<file path="src/ppmc_cfg.svh">
// Offsets, field codes, reset values and identity values of the port block
`ifndef PPMC_CFG_SVH
`define PPMC_CFG_SVH

// Register indices; byte address is four times the index
`define PPMC_NUM_REGS 10
`define PPMC_IDX_OUT 0
`define PPMC_IDX_IN 1
`define PPMC_IDX_FSEL0 2
`define PPMC_IDX_FSEL1 3
`define PPMC_IDX_HWSEL 4
`define PPMC_IDX_PULL 5
`define PPMC_IDX_DRIVE 6
`define PPMC_IDX_HIB 7
`define PPMC_IDX_CHIPID 8
`define PPMC_IDX_JTAGID 9
`define PPMC_ADDR_W 12

// Per-pin field widths
`define PPMC_FSEL_W 4
`define PPMC_FSEL_OD_BIT 3
`define PPMC_HWSEL_W 2
`define PPMC_PULL_W 2
`define PPMC_DRV_W 2

// Hibernate control fields
`define PPMC_HIB_LEVEL_BIT 0
`define PPMC_HIB_OD_BIT 1
`define PPMC_HIB_EN_BIT 2
`define PPMC_HIB_DRV_LSB 4
`define PPMC_HIB_RESET 32'h0000_0016

// Special pins handed to the debugger after reset
`define PPMC_DBG_PORT_A 0
`define PPMC_TDI_PIN 7
`define PPMC_TRST_PIN 8
`define PPMC_DBG_PORT_B 2
`define PPMC_TDO_PIN 1

// Identity values, arbitrary
`define PPMC_CHIP_ID_DEFAULT 32'h0000_1001
`define PPMC_JTAG_ID_DEFAULT 32'h1000_0001

`endif

</file>
<file path="src/ppmc_pkg.sv">
// Types of the port pin multiplexer block
package ppmc_pkg;
    typedef enum logic [2:0]
    {
        PPMC_MODE_INPUT = 3'h0,
        PPMC_MODE_GPIO = 3'h1,
        PPMC_MODE_ALTERNATE_OUTPUT_ONE = 3'h2,
        PPMC_MODE_ALT2 = 3'h3,
        PPMC_MODE_ALT3 = 3'h4,
        PPMC_MODE_ALT4 = 3'h5
    } ppmc_mode_type;

    typedef enum logic [1:0]
    {
        PPMC_HW_NONE = 2'h0,
        PPMC_HW_MASTER0 = 2'h1,
        PPMC_HW_MASTER1 = 2'h2
    } ppmc_hwsel_type;

    typedef enum logic [1:0]
    {
        PPMC_PULL_NONE = 2'h0,
        PPMC_PULL_DOWN = 2'h1,
        PPMC_PULL_UP = 2'h2
    } ppmc_pull_type;

    typedef enum logic [1:0]
    {
        PPMC_DRV_STRONG = 2'h0,
        PPMC_DRV_MEDIUM = 2'h1,
        PPMC_DRV_STRONG_SOFT = 2'h2,
        PPMC_DRV_WEAK = 2'h3
    } ppmc_drive_type;
endpackage

</file>
<file path="src/ppmc_port.sv">
// Port pin group with alternate and hardware-master output selection
`timescale 1ns/1ns
`default_nettype none
`include "ppmc_cfg.svh"
module ppmc_port
    import ppmc_pkg::*;
#(
    parameter int NUM_PINS = 16,
    parameter int PORT_ID = 0,
    parameter logic [31:0] CHIP_ID = `PPMC_CHIP_ID_DEFAULT,
    parameter logic [31:0] JTAG_ID = `PPMC_JTAG_ID_DEFAULT
)
(
    input wire logic mclk,
    input wire logic reset_n,
    input wire logic hibReset_n,
    // APB slave
    input wire logic psel,
    input wire logic penable,
    input wire logic pwrite,
    input wire logic [`PPMC_ADDR_W-1:0] paddr,
    input wire logic [31:0] pwdata,
    input wire logic [3:0] pstrb,
    output logic [31:0] prdata,
    output logic pready,
    output logic pslverr,
    // Pads
    input wire logic [NUM_PINS-1:0] pinIn,
    output logic [NUM_PINS-1:0] pinOut,
    output logic [NUM_PINS-1:0] pinOutEn_n,
    output logic [NUM_PINS-1:0] pinPullUp,
    output logic [NUM_PINS-1:0] pinPullDown,
    output logic [2*NUM_PINS-1:0] pinDriveMode,
    // Peripheral side
    input wire logic [4*NUM_PINS-1:0] alternateOutput,
    input wire logic [2*NUM_PINS-1:0] hwMasterOutput,
    input wire logic [2*NUM_PINS-1:0] hwMasterEnable,
    output logic [NUM_PINS-1:0] hwMasterInput,
    output logic [NUM_PINS-1:0] peripheralInput,
    // Hibernate pin
    input wire logic hibPinIn,
    output logic hibPinOut,
    output logic hibPinOutEn_n,
    output logic [1:0] hibDriveMode,
    // Debug mode-select pin
    input wire logic tmsLevel,
    input wire logic tmsEnable,
    output logic tmsPinOut,
    output logic tmsPinOutEn_n,
    output logic tmsPullUp,
    output logic [1:0] tmsDriveMode
);
    if (NUM_PINS < 1 || NUM_PINS > 16)
    begin : g_bad_pins
        $error("NUM_PINS must lie in 1..16");
    end

    // Byte-lane merge of a write into a register
    function automatic logic [31:0] mergeLanes(input logic [31:0] oldValue, input logic [31:0] newValue,
                                               input logic [3:0] strobe);
        logic [31:0] merged;
        merged = oldValue;
        for (int b = 0; b < 4; b++)
        begin
            if (strobe[b])
            begin
                merged[8*b +: 8] = newValue[8*b +: 8];
            end
        end
        return merged;
    endfunction

    // Mask of bits that belong to implemented pins, for a given field width
    function automatic logic [31:0] pinMask(input int fieldWidth);
        logic [31:0] mask;
        mask = 32'h0000_0000;
        for (int p = 0; p < NUM_PINS; p++)
        begin
            for (int f = 0; f < fieldWidth; f++)
            begin
                if (p * fieldWidth + f < 32)
                begin
                    mask[p * fieldWidth + f] = 1'b1;
                end
            end
        end
        return mask;
    endfunction

    // Hardware-master reset values: debug pins start owned by master 0
    function automatic logic [31:0] hwselReset(input int portId);
        logic [31:0] value;
        value = 32'h0000_0000;
        if (portId == `PPMC_DBG_PORT_A)
        begin
            value[`PPMC_TDI_PIN * `PPMC_HWSEL_W +: `PPMC_HWSEL_W] = PPMC_HW_MASTER0;
            value[`PPMC_TRST_PIN * `PPMC_HWSEL_W +: `PPMC_HWSEL_W] = PPMC_HW_MASTER0;
        end
        if (portId == `PPMC_DBG_PORT_B)
        begin
            value[`PPMC_TDO_PIN * `PPMC_HWSEL_W +: `PPMC_HWSEL_W] = PPMC_HW_MASTER0;
        end
        return value & pinMask(`PPMC_HWSEL_W);
    endfunction

    // Pull reset values: only the debug test reset pin pulls down
    function automatic logic [31:0] pullReset(input int portId);
        logic [31:0] value;
        value = 32'h0000_0000;
        if (portId == `PPMC_DBG_PORT_A)
        begin
            value[`PPMC_TRST_PIN * `PPMC_PULL_W +: `PPMC_PULL_W] = PPMC_PULL_DOWN;
        end
        return value & pinMask(`PPMC_PULL_W);
    endfunction

    localparam logic [31:0] HWSEL_RESET = hwselReset(PORT_ID);
    localparam logic [31:0] PULL_RESET = pullReset(PORT_ID);
    localparam logic [31:0] BIT_MASK = pinMask(1);
    localparam logic [31:0] FSEL_MASK0 = pinMask(`PPMC_FSEL_W);
    // Upper field word only covers pins eight and above
    localparam logic [31:0] FSEL_MASK1 = NUM_PINS > 8 ?
        32'((64'h1 << (`PPMC_FSEL_W * (NUM_PINS - 8))) - 64'h1) : 32'h0000_0000;
    localparam logic [31:0] PAIR_MASK = pinMask(2);
    localparam logic [31:0] HIB_MASK = 32'h0000_0037;

    logic [31:0] port_output_level;
    logic [31:0] port_input_level;
    logic [31:0] fsel0;
    logic [31:0] fsel1;
    logic [31:0] hw_master_select;
    logic [31:0] pullSelect;
    logic [31:0] driveSelect;
    logic [31:0] hibControl;

    // Bus decode
    wire [`PPMC_NUM_REGS-1:0] regSel;
    wire regHit;

    ppmc_reg_decode u_decode
    (
        .paddr(paddr),
        .regSel(regSel),
        .regHit(regHit)
    );

    wire setupPhase = psel && !penable;
    wire writeNow = psel && penable && pwrite && regHit;

    assign pready = 1'b1;
    assign pslverr = psel && penable && !regHit;

    always_ff @(posedge mclk or negedge reset_n)
    begin
        if (!reset_n)
        begin
            port_input_level <= 32'h0000_0000;
        end
        else
        begin
            port_input_level <= {{(32-NUM_PINS){1'b0}}, pinIn};
        end
    end

    assign peripheralInput = port_input_level[NUM_PINS-1:0];
    assign hwMasterInput = port_input_level[NUM_PINS-1:0];

    // Register writes
    // plain input, no pull after reset
    // test reset owns pin with pull-down
    always_ff @(posedge mclk or negedge reset_n)
    begin
        if (!reset_n)
        begin
            port_output_level <= 32'h0000_0000;
            fsel0 <= 32'h0000_0000;
            fsel1 <= 32'h0000_0000;
            hw_master_select <= HWSEL_RESET;
            pullSelect <= PULL_RESET;
            driveSelect <= 32'h0000_0000;
        end
        else if (writeNow)
        begin
            if (regSel[`PPMC_IDX_OUT])
            begin
                port_output_level <= mergeLanes(port_output_level, pwdata, pstrb) & BIT_MASK;
            end
            if (regSel[`PPMC_IDX_FSEL0])
            begin
                fsel0 <= mergeLanes(fsel0, pwdata, pstrb) & FSEL_MASK0;
            end
            if (regSel[`PPMC_IDX_FSEL1])
            begin
                fsel1 <= mergeLanes(fsel1, pwdata, pstrb) & FSEL_MASK1;
            end
            if (regSel[`PPMC_IDX_HWSEL])
            begin
                hw_master_select <= mergeLanes(hw_master_select, pwdata, pstrb) & PAIR_MASK;
            end
            if (regSel[`PPMC_IDX_PULL])
            begin
                pullSelect <= mergeLanes(pullSelect, pwdata, pstrb) & PAIR_MASK;
            end
            if (regSel[`PPMC_IDX_DRIVE])
            begin
                driveSelect <= mergeLanes(driveSelect, pwdata, pstrb) & PAIR_MASK;
            end
        end
    end

    // hibernate pin open-drain low, medium mode
    always_ff @(posedge mclk or negedge hibReset_n)
    begin
        if (!hibReset_n)
        begin
            hibControl <= `PPMC_HIB_RESET;
        end
        else if (writeNow && regSel[`PPMC_IDX_HIB])
        begin
            hibControl <= mergeLanes(hibControl, pwdata, pstrb) & HIB_MASK;
        end
    end

    // Read mux
    wire [63:0] fselAll = {fsel1, fsel0};
    wire [31:0] hibStatus = {25'h0, hibPinIn, hibControl[5:0]};
    wire [31:0] readMux =
        regSel[`PPMC_IDX_OUT] ? port_output_level :
        regSel[`PPMC_IDX_IN] ? port_input_level :
        regSel[`PPMC_IDX_FSEL0] ? fsel0 :
        regSel[`PPMC_IDX_FSEL1] ? fsel1 :
        regSel[`PPMC_IDX_HWSEL] ? hw_master_select :
        regSel[`PPMC_IDX_PULL] ? pullSelect :
        regSel[`PPMC_IDX_DRIVE] ? driveSelect :
        regSel[`PPMC_IDX_HIB] ? hibStatus :
        regSel[`PPMC_IDX_CHIPID] ? CHIP_ID :
        regSel[`PPMC_IDX_JTAGID] ? JTAG_ID : 32'h0000_0000;

    always_ff @(posedge mclk or negedge reset_n)
    begin
        if (!reset_n)
        begin
            prdata <= 32'h0000_0000;
        end
        else if (setupPhase)
        begin
            prdata <= pwrite ? 32'h0000_0000 : readMux;
        end
    end

    // Per-pin output selection
    logic [NUM_PINS-1:0] next_pinOut;
    logic [NUM_PINS-1:0] next_pinOutEn_n;
    logic [2*NUM_PINS-1:0] next_pinDriveMode;

    for (genvar i = 0; i < NUM_PINS; i++)
    begin : g_pin
        wire [`PPMC_FSEL_W-1:0] field = fselAll[i * `PPMC_FSEL_W +: `PPMC_FSEL_W];
        wire muxLevel;
        wire muxDrive;
        wire muxOpenDrain;

        ppmc_pin_mux u_mux
        (
            .mode(field[2:0]),
            .openDrain(field[`PPMC_FSEL_OD_BIT]),
            .driveCode(driveSelect[2*i +: 2]),
            .hwSelect(hw_master_select[2*i +: 2]),
            .gpioLevel(port_output_level[i]),
            .altLevel(alternateOutput[4*i +: 4]),
            .hwLevel(hwMasterOutput[2*i +: 2]),
            .hwEnable(hwMasterEnable[2*i +: 2]),
            .muxLevel(muxLevel),
            .muxDrive(muxDrive),
            .muxOpenDrain(muxOpenDrain),
            .muxDriveCode(next_pinDriveMode[2*i +: 2])
        );

        // Open drain only sinks, releasing the pad for a one
        assign next_pinOut[i] = muxLevel;
        assign next_pinOutEn_n[i] = !(muxDrive && (!muxOpenDrain || !muxLevel));
    end

    wire hibDrive = hibControl[`PPMC_HIB_EN_BIT] &&
                    (!hibControl[`PPMC_HIB_OD_BIT] || !hibControl[`PPMC_HIB_LEVEL_BIT]);

    // Pad outputs from flops
    always_ff @(posedge mclk or negedge reset_n)
    begin
        if (!reset_n)
        begin
            pinOut <= '0;
            pinOutEn_n <= '1;
            pinDriveMode <= '0;
            pinPullUp <= '0;
            pinPullDown <= '0;
            tmsPinOut <= 1'b0;
            tmsPinOutEn_n <= 1'b1;
        end
        else
        begin
            pinOut <= next_pinOut;
            pinOutEn_n <= next_pinOutEn_n;
            pinDriveMode <= next_pinDriveMode;
            for (int p = 0; p < NUM_PINS; p++)
            begin
                pinPullUp[p] <= pullSelect[2*p +: 2] == PPMC_PULL_UP;
                pinPullDown[p] <= pullSelect[2*p +: 2] == PPMC_PULL_DOWN;
            end
            tmsPinOut <= tmsLevel;
            tmsPinOutEn_n <= !tmsEnable;
        end
    end

    // hibernate pad follows its own reset
    assign hibPinOut = hibControl[`PPMC_HIB_LEVEL_BIT];
    assign hibPinOutEn_n = !hibDrive;
    assign hibDriveMode = hibControl[`PPMC_HIB_DRV_LSB +: 2];

    assign tmsPullUp = 1'b1;
    assign tmsDriveMode = PPMC_DRV_STRONG_SOFT;
endmodule
`default_nettype wire

</file>
<file path="src/ppmc_reg_decode.sv">
// Address decode of the port register window
`timescale 1ns/1ns
`default_nettype none
`include "ppmc_cfg.svh"
module ppmc_reg_decode
    import ppmc_pkg::*;
(
    input wire logic [`PPMC_ADDR_W-1:0] paddr,
    output logic [`PPMC_NUM_REGS-1:0] regSel,
    output logic regHit
);
    wire aligned = (paddr[1:0] == 2'h0);
    wire [`PPMC_ADDR_W-3:0] wordIdx = paddr[`PPMC_ADDR_W-1:2];

    for (genvar i = 0; i < `PPMC_NUM_REGS; i++)
    begin : g_sel
        assign regSel[i] = aligned && (wordIdx == (`PPMC_ADDR_W-2)'(i));
    end

    assign regHit = |regSel;
endmodule
`default_nettype wire

</file>
<file path="src/ppmc_pin_mux.sv">
// Output source selection for a single port pin
`timescale 1ns/1ns
`default_nettype none
module ppmc_pin_mux
    import ppmc_pkg::*;
(
    input wire logic [2:0] mode,
    input wire logic openDrain,
    input wire logic [1:0] driveCode,
    input wire logic [1:0] hwSelect,
    input wire logic gpioLevel,
    input wire logic [3:0] altLevel,
    input wire logic [1:0] hwLevel,
    input wire logic [1:0] hwEnable,
    output logic muxLevel,
    output logic muxDrive,
    output logic muxOpenDrain,
    output logic [1:0] muxDriveCode
);
    logic swLevel;
    logic swDrive;

    // Software path: input, port bit or alternate peripheral
    always_comb
    begin
        swLevel = 1'b0;
        swDrive = 1'b1;
        unique case (mode)
            PPMC_MODE_INPUT: swDrive = 1'b0;
            PPMC_MODE_GPIO: swLevel = gpioLevel;
            PPMC_MODE_ALTERNATE_OUTPUT_ONE: swLevel = altLevel[0];
            PPMC_MODE_ALT2: swLevel = altLevel[1];
            PPMC_MODE_ALT3: swLevel = altLevel[2];
            PPMC_MODE_ALT4: swLevel = altLevel[3];
            default: swDrive = 1'b0;
        endcase
    end

    wire hwOwned = (hwSelect == PPMC_HW_MASTER0) || (hwSelect == PPMC_HW_MASTER1);
    wire hwIdx = (hwSelect == PPMC_HW_MASTER1);

    // Hardware master takes level, enable and pad mode
    assign muxLevel = hwOwned ? hwLevel[hwIdx] : swLevel;
    assign muxDrive = hwOwned ? hwEnable[hwIdx] : swDrive;
    assign muxOpenDrain = hwOwned ? 1'b0 : openDrain;
    assign muxDriveCode = hwOwned ? PPMC_DRV_STRONG : driveCode;
endmodule
`default_nettype wire

</file>
<file path="config.mk">
export PLATFORM = sky130hd
export DESIGN_NAME = ppmc_port
export DESIGN_NICKNAME = d
export VERILOG_FILES = /design/src/ppmc_pkg.sv /design/src/ppmc_port.sv /design/src/ppmc_reg_decode.sv /design/src/ppmc_pin_mux.sv
export VERILOG_INCLUDE_DIRS = /design/src /design/src/src
export SDC_FILE = /design/constraint.sdc
export NUM_CORES = 1
export LEC_CHECK = 0
export ABC_AREA = 0
export CAP_MARGIN = 20
export CORE_MARGIN = 2
export CORE_UTILIZATION = 45
export DETAILED_ROUTE_END_ITERATION = 12
export DONT_BUFFER_PORTS = 1
export MAX_ROUTING_LAYER = met4
export PLACE_DENSITY = 0.71
export REMOVE_ABC_BUFFERS = 1
export SETUP_SLACK_MARGIN = 0.15
export SYNTH_ARGS = -nofsm -noshare
export SYNTH_HDL_FRONTEND = slang
export SYNTH_HIERARCHICAL = 1
export SYNTH_SLANG_ARGS = --single-unit
</file>
<file path="constraint.sdc">
create_clock -name mclk -period 3.73 [get_ports mclk]
set_input_delay 0.9325 -clock mclk [delete_from_list [all_inputs] [get_ports mclk]]
set_output_delay 0.9325 -clock mclk [all_outputs]
set_load 0.02 [all_outputs]
</file>
==> results by group <==
Status
  • Status: complete, no violations

Logic synthesis
  • Most frequent cell after synthesis: dfrtp_1
  • Post-synthesis sequential area ratio: 52.7%
  • Post-synth ARST share: 100%
  • Cell taking the most area after synthesis: dfrtp_1
  • Synth unique cells: 63
  • Syn Area/Cell: 12.2 µm²
  • FF+latch count, synth: 327
  • Top FF cell, synth: dfrtp_1
  • Post-synth top area share: 48.9%
  • Yosys warnings: 6
  • Post-synth EDFFs: 0
  • Post-synthesis cell count: 1,280
  • Synthesized area: 0.0156 mm²
  • Synth area leaders: dfrtp_1, mux2_2, dfstp_2
  • Top cells by count, synth: dfrtp_1, mux2_2, nand2_1

GRT
  • Initial antenna violation count: 4
  • Number of global-route vias before repair: 11,075
  • Pin count of the biggest net entering global routing: 323
  • Global-route usage over all layers: 26.6%
  • First-pass GRT wire length: 69.7 mm
  • Remaining Overflow, GRT: 0

STA
  • Final setup violation count: 0
  • Measured slew at the worst slew-check pin: 1060 ps
  • Hold slack: 75.7 ps
  • Slew margin rel.: 29.5%
  • Tcrit/Tclk final: 82.3%
  • Max Slew Vio Count: 0
  • Final hold vios: 0
  • Final WS setup: 660 ps
  • Fin crit period: 3070 ps
  • Worst Skew: 20.8 ps
  • RSZ-0062 raised after global routing: false
  • Fmax: 0.326 GHz

Power and ir drop
  • Clock Power Share: 52.3%
  • Sw frac: 20.9%
  • NetSw: 0.00162 W
  • Int Power: 0.00613 W
  • Pwr dens: 447 mW/mm²
  • Pwr Total: 0.00776 W
  • Leak Pwr: 7.96 nW
  • Logic pwr share: 1.1%
  • Peak supply drop: 0.338 mV
  • Sequential share of power: 46.6%

Detailed routing
  • Residual DRC count: 0
  • Starting DRC count in detailed routing: 786
  • Via/cell ratio: 6.15
  • Detail Route Antenna Nets: 0
  • DR WL/cell: 26.6 µm
  • Post-Route WL: 46.8 mm
  • Iteration count of the initial detailed-routing pass: 5
  • Via count: 10,822

Setup path
  • CP endpoint kind: primary output
  • Worst reg2reg setup slack: 1990 ps
  • Reg2Reg Depth: 6
  • RR Startpoint: hw_master_select[14]
  • Setup Crit Path Kind: primary input to primary output
  • Crit start category: primary input
  • CP Max Fanout: 11
  • Setup crit start: paddr[1]
  • Critical Path RT: 2800 ps
  • Arrival time at the worst endpoint: 2140 ps

Placement
  • GPL Wtd Cong: 0.930
  • Port buffer count: 0
  • Post-DP HPWL: 33.3 mm
  • Pre-CTS setup slack: 258 ps

Clock network
  • CTS Root Cell: clkbuf_16
  • CTS tree: built
  • CTS resizes: 0
  • Clk pin slew, worst setup/hold paths: 60 ps
  • # hold bufs at CTS: 0
  • Clock tree buffer depth: 3
  • H-tree levels: 2
  • Worst skew pair latency: 550 ps
  • CTS Buf Count: 37
  • Setup Fix Bufs, Post-CTS: 0
  • Clock sinks: 327

Finish
  • Synth-to-layout area growth: 11.6%
  • Share of layout cells above drive strength 1: 29.2%
  • Layout Nets: 1,489

Die
  • Row cnt: 68
  • Core box area: 0.0343 mm²
  • Die Span Y: 190 µm
  • Die Width: 190 µm
  • Die area: 0.0361 mm²
  • Top Ports: 372
  • Initial Util: 45.4%

Run
  • Max Cap Viol: 0

Worst hold path
  • Worst min path class: primary input to async pin
==> worst paths after layout <==
path / end
min: pinOut[2]
min in group mclk: tmsPinOutEn_n
max in group asynchronous: pinOut[11]
max: pslverr
max reg2reg: pinOutEn_n[7]
min reg2reg: pinPullUp[6]
==> placed cells by master (no fill, tap or decap), types with 17 or more instances in the layout <==
cell / Yosys / routed
nand3b_1: 18 / 18
nand2b_1: 27 / 26
nand2_1: 89 / 89
o22ai_1: 18 / 18
a211oi_1: 21 / 21
and2_1: 52 / 52
clkbuf_16: 0 / 39
dfstp_2: 23 / 23
a21oi_1: 54 / 54
nor2b_1: 84 / 83
dfrtp_1: 304 / 304
mux2_2: 178 / 178
nand2_2: 17 / 17
a221oi_1: 25 / 25
inv_1: 30 / 30
==> registers in the layout, summed over array words and instances (netlist names) <==
register	count
port_input_level	16
pinOut	16
fsel1	32
pullSelect	32
tmsPinOutEn_n	1
tmsPinOut	1
fsel0	32
pinPullUp	16
prdata	32
pinDriveMode	32
driveSelect	32
hibControl	5
hw_master_select	32
pinOutEn_n	16
port_output_level	16
pinPullDown	16
==> metal layers <==
layer	global-route usage [%]	share of wire, %
met5	-	0
met4	7.87	2.4
met2	43.9	50
met3	6.59	8.0
met1	32.3	40
==> critical path: stages <==
cell,delay (ps)
or4_4,630
nor3_1,360
nor2_1,220
==> area by class of cell <==
type,instances,area (µm²)
Antenna cell,4,10.0
Clock buffer,54,1130
Clock inverter,14,235
Fill cell,2971,16900
Inverter,31,116
Multi-Input combinational cell,855,6890
Sequential cell,327,8210
Tap cell,455,569
Timing Repair Buffer,20,213
==> kinds of logic after synthesis <==
| family | Yosys count | synth area share, % |
|---|---|---|
| buf+inv | 100 | 3.46 |
| flops | 327 | 52.7 |
| other cells | 2 | 0.0482 |
| simple gates | 370 | 13.9 |
| fa+ha+maj | 16 | 1.29 |
| mux | 213 | 15.7 |
| compound gates | 252 | 12.9 |
==> power by group through the flow <==
stage               Clock [W]  Sequential (W)  Combinational, W
floorplan                   0         0.00367         0.0000641
global placement            0         0.00368         0.0000837
detailed placement          0         0.00368         0.0000848
CTS                   0.00413         0.00361         0.0000856
global route          0.00430         0.00361         0.0000915
finish                0.00406         0.00361         0.0000862
==> per-stage QoR <==
step           setup TNS [ps]  std cells  cell area (µm²)  utilization, %
3_3_place_gp                0       1688            16000            46.7
3_5_place_dp                0       1688            16000            46.7
4_1_cts                     0       1756            17400            50.6
6_report                    0       1760            17400            50.7
5_1_grt                     0       1760            17400            50.7
2_1_floorplan         -533120       1213            15200               -
Note: power is estimated with default switching activity, not from simulation.
